--- src/design/pin_ctrl_pkg.sv ---
// Shared constants and carrier types for the port T / port S pin control block
// Functional notes
// - T drive bit 1 gives reduced drive
// - Drive select ignored while pin is input
// - Reduced drive applies to any pin owner
// - T pull enable bit turns pull on
// - Pull enable ignored on output pins
// - Polarity bit 1 pull-down, 0 pull-up
// - Reserved slot reads zero, ignores writes
// - Routing bits 5,4,0 pick T or P
// - S data read: register or pin by direction
// - GPIO output drives stored S data bit
// - Serial unit owns S pins 1 and 0
// - S input register returns synced pin states
// - Writes to S input register do nothing
// - S direction bit 1 output, 0 input
// - Serial unit forces direction, bits untouched
package pin_ctrl_pkg;

   localparam int ADDR_W = 10;
   localparam int DATA_W = 8;
   localparam int T_PINS = 8;
   localparam int S_PINS = 4;
   localparam int PWM_CH = 3;

   // Byte addresses of the register map
   localparam logic [9:0] OFF_S_DATA = 10'h248;
   localparam logic [9:0] OFF_S_PIN_INPUT = 10'h24C;
   localparam logic [9:0] OFF_T_DRIVE_SELECT = 10'h250;
   localparam logic [9:0] OFF_T_PULL_ENABLE = 10'h254;
   localparam logic [9:0] OFF_T_PULL_POLARITY = 10'h258;
   localparam logic [9:0] OFF_RESERVED_SLOT = 10'h25C;
   localparam logic [9:0] OFF_T_PWM_ROUTING = 10'h260;
   localparam logic [9:0] OFF_S_DIRECTION = 10'h264;

   // Implemented bit masks
   localparam logic [7:0] S_MASK = 8'h0F;
   localparam logic [7:0] RR_MASK = 8'h31;
   localparam int RR_BIT_CH5 = 5;
   localparam int RR_BIT_CH4 = 4;
   localparam int RR_BIT_CH0 = 0;

   // Reset values
   localparam logic [7:0] RST_S_DATA = 8'h00;
   localparam logic [7:0] RST_S_DIRECTION = 8'h00;
   localparam logic [7:0] RST_T_DRIVE_SELECT = 8'h00;
   localparam logic [7:0] RST_T_PULL_ENABLE = 8'h00;
   localparam logic [7:0] RST_T_PULL_POLARITY = 8'h00;
   localparam logic [7:0] RST_T_PWM_ROUTING = 8'h00;
   localparam logic [7:0] RESERVED_VALUE = 8'h00;

   // Register port request from software
   typedef struct packed {
      logic [9:0] addr;
      logic [7:0] wdata;
      logic wr;
      logic rd;
   } reg_req_t;

   // Port T pad controls
   typedef struct packed {
      logic [7:0] reduced;
      logic [7:0] pull_up;
      logic [7:0] pull_down;
   } t_pad_t;

   // PWM channel routing toward port T and port P pins (channels 5,4,0)
   typedef struct packed {
      logic [2:0] pt_out;
      logic [2:0] pt_en;
      logic [2:0] pp_out;
      logic [2:0] pp_en;
   } pwm_route_t;

endpackage : pin_ctrl_pkg

--- src/design/pin_sync.sv ---
// Two-stage synchroniser for asynchronous pin inputs
`timescale 1ns/1ps
module pin_sync #(
   parameter int W = 4
) (
   input wire logic core_clk_i,
   input wire logic resetn_i,
   input wire logic [W-1:0] async_i,
   output logic [W-1:0] sync_o
);
   typedef struct packed {
      logic [W-1:0] meta;
      logic [W-1:0] stable;
   } sync_state_t;

   sync_state_t st_r;
   sync_state_t st_nxt;

   // The first stage feeds only the second stage
   always_comb begin
      st_nxt.meta = async_i;
      st_nxt.stable = st_r.meta;
   end

   always_ff @(posedge core_clk_i or negedge resetn_i) begin
      if (!resetn_i) begin
         st_r <= '0;
      end else begin
         st_r <= st_nxt;
      end
   end

   assign sync_o = st_r.stable;
endmodule : pin_sync

--- src/design/pwm_router.sv ---
// Steers each routable PWM channel to its port T pin or its port P pin
`timescale 1ns/1ps
module pwm_router #(
   parameter int N = 3
) (
   input wire logic [N-1:0] sel_t_i,
   input wire logic [N-1:0] pwm_i,
   input wire logic [N-1:0] pwm_en_i,
   output logic [N-1:0] pt_out_o,
   output logic [N-1:0] pt_en_o,
   output logic [N-1:0] pp_out_o,
   output logic [N-1:0] pp_en_o
);
   // Only the selected side sees the channel; the other side stays idle
   for (genvar i = 0; i < N; i++) begin : g_ch
      assign pt_out_o[i] = sel_t_i[i] & pwm_i[i];
      assign pt_en_o[i] = sel_t_i[i] & pwm_en_i[i];
      assign pp_out_o[i] = ~sel_t_i[i] & pwm_i[i];
      assign pp_en_o[i] = ~sel_t_i[i] & pwm_en_i[i];
   end
endmodule : pwm_router

--- src/design/port_t_s_pin_control.sv ---
// Port T pad configuration, PWM routing and port S data/direction logic
//
// Our own choice: the plain strobed port.
`timescale 1ns/1ps
module port_t_s_pin_control (
   input wire logic core_clk_i,
   input wire logic resetn_i,
   // Software register port
   input wire pin_ctrl_pkg::reg_req_t req_i,
   output logic [7:0] rdata_o,
   // Port T: which pins currently drive, from the port T data logic
   input wire logic [7:0] pt_out_act_i,
   output pin_ctrl_pkg::t_pad_t t_pad_o,
   // PWM channels 5,4,0 in bit order {5,4,0}
   input wire logic [2:0] pwm_i,
   input wire logic [2:0] pwm_en_i,
   output pin_ctrl_pkg::pwm_route_t pwm_route_o,
   // Port S pins
   input wire logic [3:0] ps_pin_i,
   output logic [3:0] ps_pin_o,
   output logic [3:0] ps_pin_oe_o,
   // Asynchronous serial unit
   input wire logic serial_tx_en_i,
   input wire logic serial_txd_i,
   input wire logic serial_rx_en_i,
   output logic serial_rxd_o
);
   typedef struct packed {
      logic [3:0] s_data;
      logic [3:0] s_dir;
      logic [7:0] t_rdr;
      logic [7:0] t_pe;
      logic [7:0] t_pps;
      logic [7:0] t_rr;
      logic [7:0] rdata;
   } regs_t;

   regs_t st_r;
   regs_t st_nxt;
   logic [3:0] ps_sync;
   logic [3:0] s_read;
   logic [2:0] rr_sel;

   // Address match used by both the write and the read decode
   function automatic logic hit(input logic [9:0] addr, input logic [9:0] off);
      hit = (addr == off);
   endfunction : hit

   // Pins come from outside the clock domain
   pin_sync #(
      .W(pin_ctrl_pkg::S_PINS)
   ) u_sync (
      .core_clk_i(core_clk_i),
      .resetn_i(resetn_i),
      .async_i(ps_pin_i),
      .sync_o(ps_sync)
   );

   // Data read source follows the stored direction bit
   assign s_read = (st_r.s_dir & st_r.s_data) | (~st_r.s_dir & ps_sync);

   // Register writes and registered read data
   always_comb begin
      st_nxt = st_r;
      st_nxt.rdata = 8'h00;
      if (req_i.wr) begin
         if (hit(req_i.addr, pin_ctrl_pkg::OFF_S_DATA)) begin
            st_nxt.s_data = req_i.wdata[3:0];
         end
         if (hit(req_i.addr, pin_ctrl_pkg::OFF_S_DIRECTION)) begin
            st_nxt.s_dir = req_i.wdata[3:0];
         end
         if (hit(req_i.addr, pin_ctrl_pkg::OFF_T_DRIVE_SELECT)) begin
            st_nxt.t_rdr = req_i.wdata;
         end
         if (hit(req_i.addr, pin_ctrl_pkg::OFF_T_PULL_ENABLE)) begin
            st_nxt.t_pe = req_i.wdata;
         end
         if (hit(req_i.addr, pin_ctrl_pkg::OFF_T_PULL_POLARITY)) begin
            st_nxt.t_pps = req_i.wdata;
         end
         if (hit(req_i.addr, pin_ctrl_pkg::OFF_T_PWM_ROUTING)) begin
            st_nxt.t_rr = req_i.wdata & pin_ctrl_pkg::RR_MASK;
         end
         // Input register and reserved slot have no write path
      end
      if (req_i.rd) begin
         if (hit(req_i.addr, pin_ctrl_pkg::OFF_S_DATA)) begin
            st_nxt.rdata = {4'h0, s_read};
         end else if (hit(req_i.addr, pin_ctrl_pkg::OFF_S_PIN_INPUT)) begin
            st_nxt.rdata = {4'h0, ps_sync};
         end else if (hit(req_i.addr, pin_ctrl_pkg::OFF_S_DIRECTION)) begin
            st_nxt.rdata = {4'h0, st_r.s_dir};
         end else if (hit(req_i.addr, pin_ctrl_pkg::OFF_T_DRIVE_SELECT)) begin
            st_nxt.rdata = st_r.t_rdr;
         end else if (hit(req_i.addr, pin_ctrl_pkg::OFF_T_PULL_ENABLE)) begin
            st_nxt.rdata = st_r.t_pe;
         end else if (hit(req_i.addr, pin_ctrl_pkg::OFF_T_PULL_POLARITY)) begin
            st_nxt.rdata = st_r.t_pps;
         end else if (hit(req_i.addr, pin_ctrl_pkg::OFF_T_PWM_ROUTING)) begin
            st_nxt.rdata = st_r.t_rr;
         end else if (hit(req_i.addr, pin_ctrl_pkg::OFF_RESERVED_SLOT)) begin
            st_nxt.rdata = pin_ctrl_pkg::RESERVED_VALUE;
         end
      end
   end

   // Whole state in one register; unmapped reads return zero
   always_ff @(posedge core_clk_i or negedge resetn_i) begin
      if (!resetn_i) begin
         st_r.s_data <= pin_ctrl_pkg::RST_S_DATA[3:0];
         st_r.s_dir <= pin_ctrl_pkg::RST_S_DIRECTION[3:0];
         st_r.t_rdr <= pin_ctrl_pkg::RST_T_DRIVE_SELECT;
         st_r.t_pe <= pin_ctrl_pkg::RST_T_PULL_ENABLE;
         st_r.t_pps <= pin_ctrl_pkg::RST_T_PULL_POLARITY;
         st_r.t_rr <= pin_ctrl_pkg::RST_T_PWM_ROUTING;
         st_r.rdata <= 8'h00;
      end else begin
         st_r <= st_nxt;
      end
   end

   assign rdata_o = st_r.rdata;

   // Reduced drive follows output activity, whoever owns the pin
   assign t_pad_o.reduced = st_r.t_rdr & pt_out_act_i;
   // Pulls only act on pins that are not driving
   assign t_pad_o.pull_up = st_r.t_pe & ~pt_out_act_i & ~st_r.t_pps;
   assign t_pad_o.pull_down = st_r.t_pe & ~pt_out_act_i & st_r.t_pps;

   // Routing select in channel order {5,4,0}
   assign rr_sel = {st_r.t_rr[pin_ctrl_pkg::RR_BIT_CH5],
                    st_r.t_rr[pin_ctrl_pkg::RR_BIT_CH4],
                    st_r.t_rr[pin_ctrl_pkg::RR_BIT_CH0]};

   pwm_router #(
      .N(pin_ctrl_pkg::PWM_CH)
   ) u_router (
      .sel_t_i(rr_sel),
      .pwm_i(pwm_i),
      .pwm_en_i(pwm_en_i),
      .pt_out_o(pwm_route_o.pt_out),
      .pt_en_o(pwm_route_o.pt_en),
      .pp_out_o(pwm_route_o.pp_out),
      .pp_en_o(pwm_route_o.pp_en)
   );

   // Port S pads: serial unit overrides GPIO without touching stored bits
   always_comb begin
      ps_pin_oe_o = st_r.s_dir;
      ps_pin_o = st_r.s_data & st_r.s_dir;
      if (serial_tx_en_i) begin
         ps_pin_oe_o[1] = 1'b1;
         ps_pin_o[1] = serial_txd_i;
      end
      if (serial_rx_en_i) begin
         ps_pin_oe_o[0] = 1'b0;
         ps_pin_o[0] = 1'b0;
      end
   end

   // Receiver sees the synchronised pin; it is idle-high when unused
   assign serial_rxd_o = serial_rx_en_i ? ps_sync[0] : 1'b1;
endmodule : port_t_s_pin_control

--- config.mk ---
export PLATFORM = sky130hd
export DESIGN_NAME = port_t_s_pin_control
export DESIGN_NICKNAME = d
export VERILOG_FILES = /design/src/design/pin_ctrl_pkg.sv /design/src/design/pin_sync.sv /design/src/design/pwm_router.sv /design/src/design/port_t_s_pin_control.sv
export SDC_FILE = /design/constraint.sdc
export NUM_CORES = 1
export LEC_CHECK = 0
export BUFFER_PORTS_ARGS = -buffer_cell sky130_fd_sc_hd__buf_2
export CORE_ASPECT_RATIO = 1.4
export CORE_UTILIZATION = 54
export DETAILED_ROUTE_END_ITERATION = 10
export MAX_ROUTING_LAYER = met4
export PLACE_DENSITY = 0.86
export SYNTH_ARGS = -nofsm -noshare
export SYNTH_HDL_FRONTEND = slang
export SYNTH_SLANG_ARGS = --single-unit
--- constraint.sdc ---
create_clock -name core_clk_i -period 2.63 [get_ports core_clk_i]
set_clock_uncertainty 0.15 [all_clocks]
set_input_delay 0.1315 -clock core_clk_i [delete_from_list [all_inputs] [get_ports core_clk_i]]
set_output_delay 0.1315 -clock core_clk_i [all_outputs]
set_load 0.05 [all_outputs]
After elaboration in Yosys (flattened, before gate mapping)
Cells that the tools add are included.
- eq/ne operators: 7
- muxes and demuxes: 13
- bitwise logic cells: 25
- reductions and logical operators: 6
- operator list (kind ; number):
    $eq A10 B10 Y1 const B ; 7
    $mux W8 ; 7
    $and A8 B8 Y8 ; 4
    $not A8 Y8 ; 2
    $and A1 B1 Y1 ; 12
    $reduce_and A2 Y1 ; 6
    $and A4 B4 Y4 ; 2
    $mux W6 ; 1
    $mux W1 ; 5
    $not A4 Y4 ; 1
    $or A4 B4 Y4 ; 1
    $not A1 Y1 ; 3
- flip-flop bits (word level): 51
- bits of input ports: 43
- output and inout bits: 53
- logic and storage cells: 60

Longest topological paths before layout
Gate-level depths: netlist (run 1).
- depth after elaboration: 9
- depth in mapped cells: 7
- mapped depth without buffers: 5

Modules after synthesis
From an unflattened synthesis (run 1), not the netlist that was laid out.
- cells, all modules: 251
- area, all modules: 2811.4 um2
- by module, submodules not included (module ; instances ; cells each ; area each (um2) ; seq. area each (um2)):
    port_t_s_pin_control ; 1 ; 231 ; 2536.2 ; 1076.0
    pin_sync ; 1 ; 8 ; 200.2 ; 200.2
    pwm_router ; 1 ; 12 ; 75.1 ; 0.0

Least setup slack after synthesis (run 1)
No wires, ideal clock.
- kind: register -> output
- start: reg st_r[40] (netlist bit)
- end: out ps_pin_o[0]
- data arrival time: 1.647 ns
- path slack: 0.701 ns
- cell stages (with the launch flop): 3
- cells stage by stage: dfrtp_1 > nor2b_1 > and2_1
- longest elaborated chain between the ends: 2
- ends and longest elaborated chain (item ; line ; text):
    start, declared ; port_t_s_pin_control.sv:38 ; regs_t st_r;
    start signal, assigned ; port_t_s_pin_control.sv:119 ; st_r <= st_nxt;
    $and A4 B4 Y4 ; port_t_s_pin_control.sv:151 ; ps_pin_o = st_r.s_data & st_r.s_dir;
    $mux W1 ; port_t_s_pin_control.sv:156 ; if (serial_rx_en_i) begin
    end, declared ; port_t_s_pin_control.sv:20 ; output logic [3:0] ps_pin_o,
Every way passes these cells.

Worst setup path after layout (run 1)
- start: in req_i[15] (netlist bit)
- end: reg st_r[17] (netlist bit)
- longest elaborated chain between the ends: 2
- ends and longest elaborated chain (item ; line ; text):
    start, declared ; port_t_s_pin_control.sv:9 ; input wire pin_ctrl_pkg::reg_req_t req_i,
    $eq A10 B10 Y1 ; port_t_s_pin_control.sv:46 ; hit = (addr == off);
    $reduce_and A2 Y1 (no source line) ; -- ;
Every way passes these cells.
A chain may end at the register's enable or synchronous reset.

==> results of run 1 <==
sequential cells by signal, indices dropped and copies added (netlist names):
signal and count:
ps_pin_oe_o 2, rdata_o 8, rr_sel 3, st_r 30
u_sync.st_nxt 4, u_sync.sync_o 4
routing by layer:
layer  global-route usage (%)  wire [µm]
met3                     4.52        308
met1                     30.1       2390
met2                     40.1       3160
met5                        -          0
met4                     11.3        193
worst paths after layout:
kind / startpoint / to
worst min register to register: u_sync.st_nxt[0]$_DFF_PN0_ / u_sync.sync_o[0]$_DFF_PN0_
worst min-delay path: req_i[15] / rdata_o[4]$_DFF_PN0_
min in group asynchronous: resetn_i / u_sync.st_nxt[1]$_DFF_PN0_
max in group asynchronous: resetn_i / st_r[39]$_DFFE_PN0P_
worst max-delay path: req_i[15] / st_r[17]$_DFFE_PN0P_
worst max register to register: st_r[24]$_DFFE_PN0P_ / rdata_o[0]$_DFF_PN0_
final cells by class:
class,count,area (µm²)
clock buffer,6,82.6
clock inverter,1,5.00
fill,369,1520
inverter,3,11.3
multi-input combinational,163,1260
sequential,51,1280
tap,64,80.1
timing repair buffer,109,613
placed cells by master (no fill, tap or decap), types with 3 or more instances in the layout:
master / Yosys / layout
inv_1: 3 / 3
nor3b_1: 9 / 9
mux2i_1: 7 / 7
nor3_1: 4 / 4
nor2b_1: 11 / 11
clkbuf_8: 5 / 6
o21ai_0: 7 / 7
buf_2: 0 / 95
dlygate4sd3_1: 0 / 13
and3b_1: 7 / 7
dfrtp_1: 51 / 51
a21oi_1: 8 / 8
nand2b_1: 4 / 4
and2_1: 17 / 17
nand3_1: 3 / 3
nor2_1: 9 / 9
nand2_1: 12 / 12
mux2_2: 35 / 35
where the power goes:
group / switching (µW) / leakage, µW / internal (µW)
sequential: 10.8 / 0.000688 / 798
combinational: 117 / 0.00100 / 71.5
clock: 235 / 0.0000470 / 207
metrics by stage:
| stage | hold slack, ps | instances | area [µm²] | util [%] | power, µW |
|---|---|---|---|---|---|
| after floorplan | -314 | 236 | 2720 | - | 928 |
| after global placement | 90.4 | 377 | 3110 | 64.2 | 991 |
| after detailed placement | 91.7 | 377 | 3110 | 64.2 | 997 |
| after CTS | 2.73 | 397 | 3330 | 68.7 | 1450 |
| after global routing | 18.5 | 397 | 3330 | 68.7 | 1500 |
| final | 17.8 | 397 | 3330 | 68.7 | 1440 |
repair_timing:
action	4_1_cts	5_1_grt
buffers inserted	0	0
setup endpoints to repair	0	0
hold buffers	13	0
hold endpoints to repair	86	0
cells by family after synthesis:
family / Yosys count / synth area share, %
AO/OA/AOI/OAI: 31 / 7.53
buffers and inverters: 22 / 6.94
flip-flops: 51 / 46.9
AND/OR/NAND/NOR: 90 / 21.6
multiplexers: 42 / 17.0
==> summary.md, run 1 <==
| Metric | Value |
|---|---|
| Num CTS Buffers | `5` |
| GRT Util Overall | `25.1%` |
| VDD IR-drop max | `0.000381 V` |
| CP required | `2670 ps` |
| # H-tree levels | `2` |
| Yosys reg bits | `51` |
| Clock sink count | `51` |
| Achievable Freq | `0.577 GHz` |
| Io pins | `96` |
| Share of cells above drive strength 1 | `44.1%` |
| Final setup viols | `0` |
| Least-Margin Pin Slew | `629 ps` |
| Share of the synthesized area in the top cell type | `46.9%` |
| Critical Path End Type | `flop` |
| Initial antenna violation count | `0` |
| Synth async-reset ratio | `100%` |
| Post-place setup slack | `575 ps` |
| Register area share after synthesis | `46.9%` |
| GPL Wtd Cong | `0.873` |
| P&R area growth vs syn | `22.1%` |
| Clock tree from TritonCTS | `yes` |
| Final Hold Fails | `0` |
| Mapped Nets | `279` |
| Max Fanout on Critical Path | `11` |
| HPWL after DPL | `4.42 mm` |
| Synth cell types | `42` |
| Slowest cell delay on critical path | `450 ps` |
| Outcome | `completed` |
| Max-cap violations | `0` |
| Number of buffers added on ports | `95` |
| Warnings from Yosys | `0` |
| R2R depth | `5` |
| Post-Syn Area | `0.00272 mm²` |
| Setup ws final | `897 ps` |
| Largest area contributor in the netlist | `dfrtp_1` |
| Final ANT Viol Nets | `0` |
| WL final | `6.06 mm` |
| Pwr Density | `432 mW/mm²` |
| Top_reg_cell synth | `dfrtp_1` |
| CP Cell Sequence | `buf_2 -> nand2b_1 -> nor4_4 -> and3_1 -> mux2_2` |
| Synth Area per Inst | `11.5 µm²` |
| DR WL/cell | `15.3 µm` |
| Critical-path top delay cell | `and3_1` |
| Worst setup path class | `in2reg` |
| Die area | `0.00534 mm²` |
| DRC viols | `0` |
| P_leak | `0.00174 µW` |
| Worst Path Buf+Inv | `1` |
| Count leader, synth | `dfrtp_1` |
| CP Depth | `5` |
| Top post-synthesis cells by area | `dfrtp_1 (47%), mux2_2 (14%), and2_1 (3.9%)` |
| Global-route wire length before repair | `9.56 mm` |
| Die H | `86.0 µm` |
| TritonRoute pass-1 iters | `4` |
| Clk pin slew, worst setup/hold paths | `90 ps` |
| Row count | `30` |
| Die Wd | `62.0 µm` |
| Fin nets | `376` |
| Final-report max-slew violation count | `0` |
| Clock root cell | `clkbuf_8` |
| Post-CTS sizing | `0` |
| Vias/cell | `5.55` |
| CP delay by family, top | `simple AND/OR/NAND/NOR gates` |
| Initial core utilization | `56.3%` |
| Final worst path period need | `1730 ps` |
| Total grt overflow | `0` |
| Fin crit share | `65.9%` |
| Largest net degree at the start of global routing | `52` |
| Ant. Diodes | `0` |
| Vias in the first global route | `2015` |
| Worst min path class | `in2reg` |
| Slew Limit Headroom | `58.1%` |
| RSZ-0062 raised after global routing | `false` |
| Synth Instances | `236` |
| Via count | `2205` |
| Clk Latency, worst-skew pair | `300 ps` |
| WP data arrival | `1770 ps` |
| Clock tree buffer depth | `2` |
| Initial DRC Count | `93` |
| Fin Setup TNS | `0 ps` |
| CP Launch Type | `input port` |
| Area of the core | `0.00484 mm²` |
| Commonest cells post-synth | `dfrtp_1 (51), mux2_2 (35), and2_1 (17), buf_4 (12), nand2_1 (12)` |
| FF-to-FF setup slack | `1180 ps` |
| Post-synth EDFFs | `0` |
| Hold depth | `2` |
(Power assumes the default switching activity.)
==> inputs of run 2 (changes only) <==
CORE_UTILIZATION = 45   (was 54)
PLACE_DENSITY = 0.76   (was 0.86)
clock period = 1.4 ns   (was 2.63 ns; I/O delays follow)
==> summary.md, run 2 (synthesis results as in run 1) <==
| Metric | Value |
|---|---|
| Final Hold Fails | `1 (was 0)` |
| WL final | `6.57 mm (was 6.06 mm)` |
| Row count | `33 (was 30)` |
| Pwr Density | `734 mW/mm² (was 432 mW/mm²)` |
| Total grt overflow | `0 (unchanged)` |
| Hold WS | `-3.50 ps (was 17.8 ps)` |
| Initial core utilization | `46.5% (was 56.3%)` |
| Clock tree buffer depth | `2 (unchanged)` |
| Achievable Freq | `0.722 GHz` |
| P&R area growth vs syn | `44.0% (was 22.1%)` |
| Commonest cells after routing, fill and taps aside | `buf_2 (65), dfrtp_1 (49), buf_4 (37) (was buf_2 (95), dfrtp_1 (51), mux2_2 (35))` |
| WP data arrival | `1160 ps (was 1770 ps)` |
| Vias/cell | `5.22 (was 5.55)` |
| Max-cap violations | `0 (unchanged)` |
| GPL Wtd Cong | `0.825 (was 0.873)` |
| Largest net degree at the start of global routing | `52 (unchanged)` |
| GRT Util Overall | `22.6% (was 25.1%)` |
| P_leak | `0.00198 µW (was 0.00174 µW)` |
| Worst setup path class | `reg2out (was in2reg)` |
| Failing checks | `hold timing` |
| Least-Margin Pin Slew | `311 ps (was 629 ps)` |
| Global-route wire length before repair | `10.5 mm (was 9.56 mm)` |
| CP Cell Sequence | `buf_6 -> nor3b_2 -> buf_6 (was buf_2 -> nand2b_1 -> nor4_4 -> and3_1 -> mux2_2)` |
| Clock tree from TritonCTS | `yes (unchanged)` |
| Max Fanout on Critical Path | `3 (was 11)` |
| Slew Limit Headroom | `79.1% (was 58.1%)` |
| DRC viols | `0 (unchanged)` |
| Ant. Diodes | `0 (unchanged)` |
| Outcome | `finished, violations left (was completed)` |
| Largest register FFs | `30 (unchanged)` |
| Worst min path class | `in2reg (unchanged)` |
| Die area | `0.00637 mm² (was 0.00534 mm²)` |
| Clk pin slew, worst setup/hold paths | `90 ps (about the same)` |
| FF-to-FF setup slack | `90 ps (was 1180 ps)` |
| Die H | `94.1 µm (was 86.0 µm)` |
| Final std cells w/o fill | `440 (was 397)` |
| Critical Path End Type | `output pin (was flop)` |
| Total power | `2880 µW (was 1440 µW)` |
| Final ANT Viol Nets | `0 (unchanged)` |
| Via count | `2297 (was 2205)` |
| CP Launch Type | `flop (was input port)` |
| Clock root cell | `clkbuf_8 (unchanged)` |
| Share of cells above drive strength 1 | `54.3% (was 44.1%)` |
| VDD IR-drop max | `0.000576 V (was 0.000381 V)` |
| Io pins | `96 (unchanged)` |
| CP required | `1180 ps (was 2670 ps)` |
| Initial DRC Count | `100 (was 93)` |
| Fillers | `469 (was 369)` |
| Finished Core Util | `66.9% (was 68.7%)` |
| Vias in the first global route | `2294 (was 2015)` |
| Most common cell after layout, fill and taps aside | `buf_2 (unchanged)` |
| Most used cell, CP | `buf_6` |
| Dpl cells | `413 (was 377)` |
| TritonRoute pass-1 iters | `4 (unchanged)` |
| Fin nets | `412 (was 376)` |
| RSZ-0062 raised after global routing | `true (was false)` |
| Final setup viols | `0 (unchanged)` |
| Initial antenna violation count | `0 (unchanged)` |
| Critical-path top delay cell | `dfrtp_1 (was and3_1)` |
| Final worst path period need | `1380 ps` |
| Slowest cell delay on critical path | `390 ps (was 450 ps)` |
| Clock sink count | `51 (unchanged)` |
| Die Wd | `67.8 µm (was 62.0 µm)` |
| Num CTS Buffers | `5 (unchanged)` |
| Final-report max-slew violation count | `0 (unchanged)` |
| Number of buffers added on ports | `95 (unchanged)` |
| DR WL/cell | `14.9 µm (was 15.3 µm)` |
| HPWL after DPL | `4.98 mm (was 4.42 mm)` |
| Fin crit share | `98.9%` |
| Largest reg by FF count | `st_r (unchanged)` |
| # H-tree levels | `2 (unchanged)` |
| Clk Latency, worst-skew pair | `300 ps (about the same)` |
| Area of the core | `0.00586 mm² (was 0.00484 mm²)` |
-- run 2: layer usage --
metal / up-vias / GRT usage [%] / share of wire [%]
li1: 1096 / - / -
met1: 1102 / 25.2 / 40
met2: 82 / 39.1 / 53
met3: 17 / 3.52 / 4.6
met4: 0 / 8.87 / 2.5
met5: - / - / 0
-- run 2: repair_timing --
item	in CTS	in global routing
pin swaps	0	4
endpoints found under the setup margin	13	32
hold endpoints to repair	92	0
buffers inserted	3	2
gates resized for setup	16	41
hold buffers	14	0
-- run 2: area by class of cell --
cell class,count,area [µm²],share of cell area (%)
clock buffer,8,100,2.55
tap,70,87.6,2.23
sequential,51,1280,32.6
multi-input combinational,163,1410,35.9
timing repair buffer,145,1040,26.5
inverter,3,11.3,0.287
-- run 2: power breakdown --
part / total (µW) / leakage (µW) / internal [µW] / switching, µW
Combinational: 435 / 0.00125 / 193 / 242
Clock: 923 / 0.0000515 / 452 / 471
Sequential: 1520 / 0.000684 / 1500 / 20.5
-- run 2: final timing paths --
check | startpoint | endpoint | depth (start not counted)
setup / recovery | st_r[16]$_DFFE_PN0P_ | t_pad_o[8] | 3
hold / removal | req_i[15] | rdata_o[4]$_DFF_PN0_ | 3
setup reg to reg | st_r[20]$_DFFE_PN0P_ | rdata_o[4]$_DFF_PN0_ | 4
hold reg to reg | u_sync.st_nxt[3]$_DFF_PN0_ | u_sync.sync_o[3]$_DFF_PN0_ | 0
max in group asynchronous | resetn_i | st_r[19]$_DFFE_PN0P_ | 3
min in group asynchronous | resetn_i | ps_pin_oe_o[2]$_DFFE_PN0P_ | 3
-- run 2: through the flow --
| step | hold WS, ps | cell area [µm²] | worst slack (ps) | TNS (ps) |
|---|---|---|---|---|
| finish | -3.50 | 3920 | 15.6 | 0 |
| detailed placement | -69.2 | 3480 | -216 | -7450 |
| global placement | -73.4 | 3480 | -201 | -6560 |
| floorplan | -376 | 2850 | -182 | -1010 |
| global route | 13.2 | 3920 | -28.2 | -90.2 |
| CTS | 0.0285 | 3790 | 0.553 | 0 |
-- run 2: worst max-delay path, delay by kind of cell, from the launching register on --
family / cells / cell delay [ps]
buffers and inverters: 2 / 300
and+or+nand+nor: 1 / 160
DFF: 1 / 390
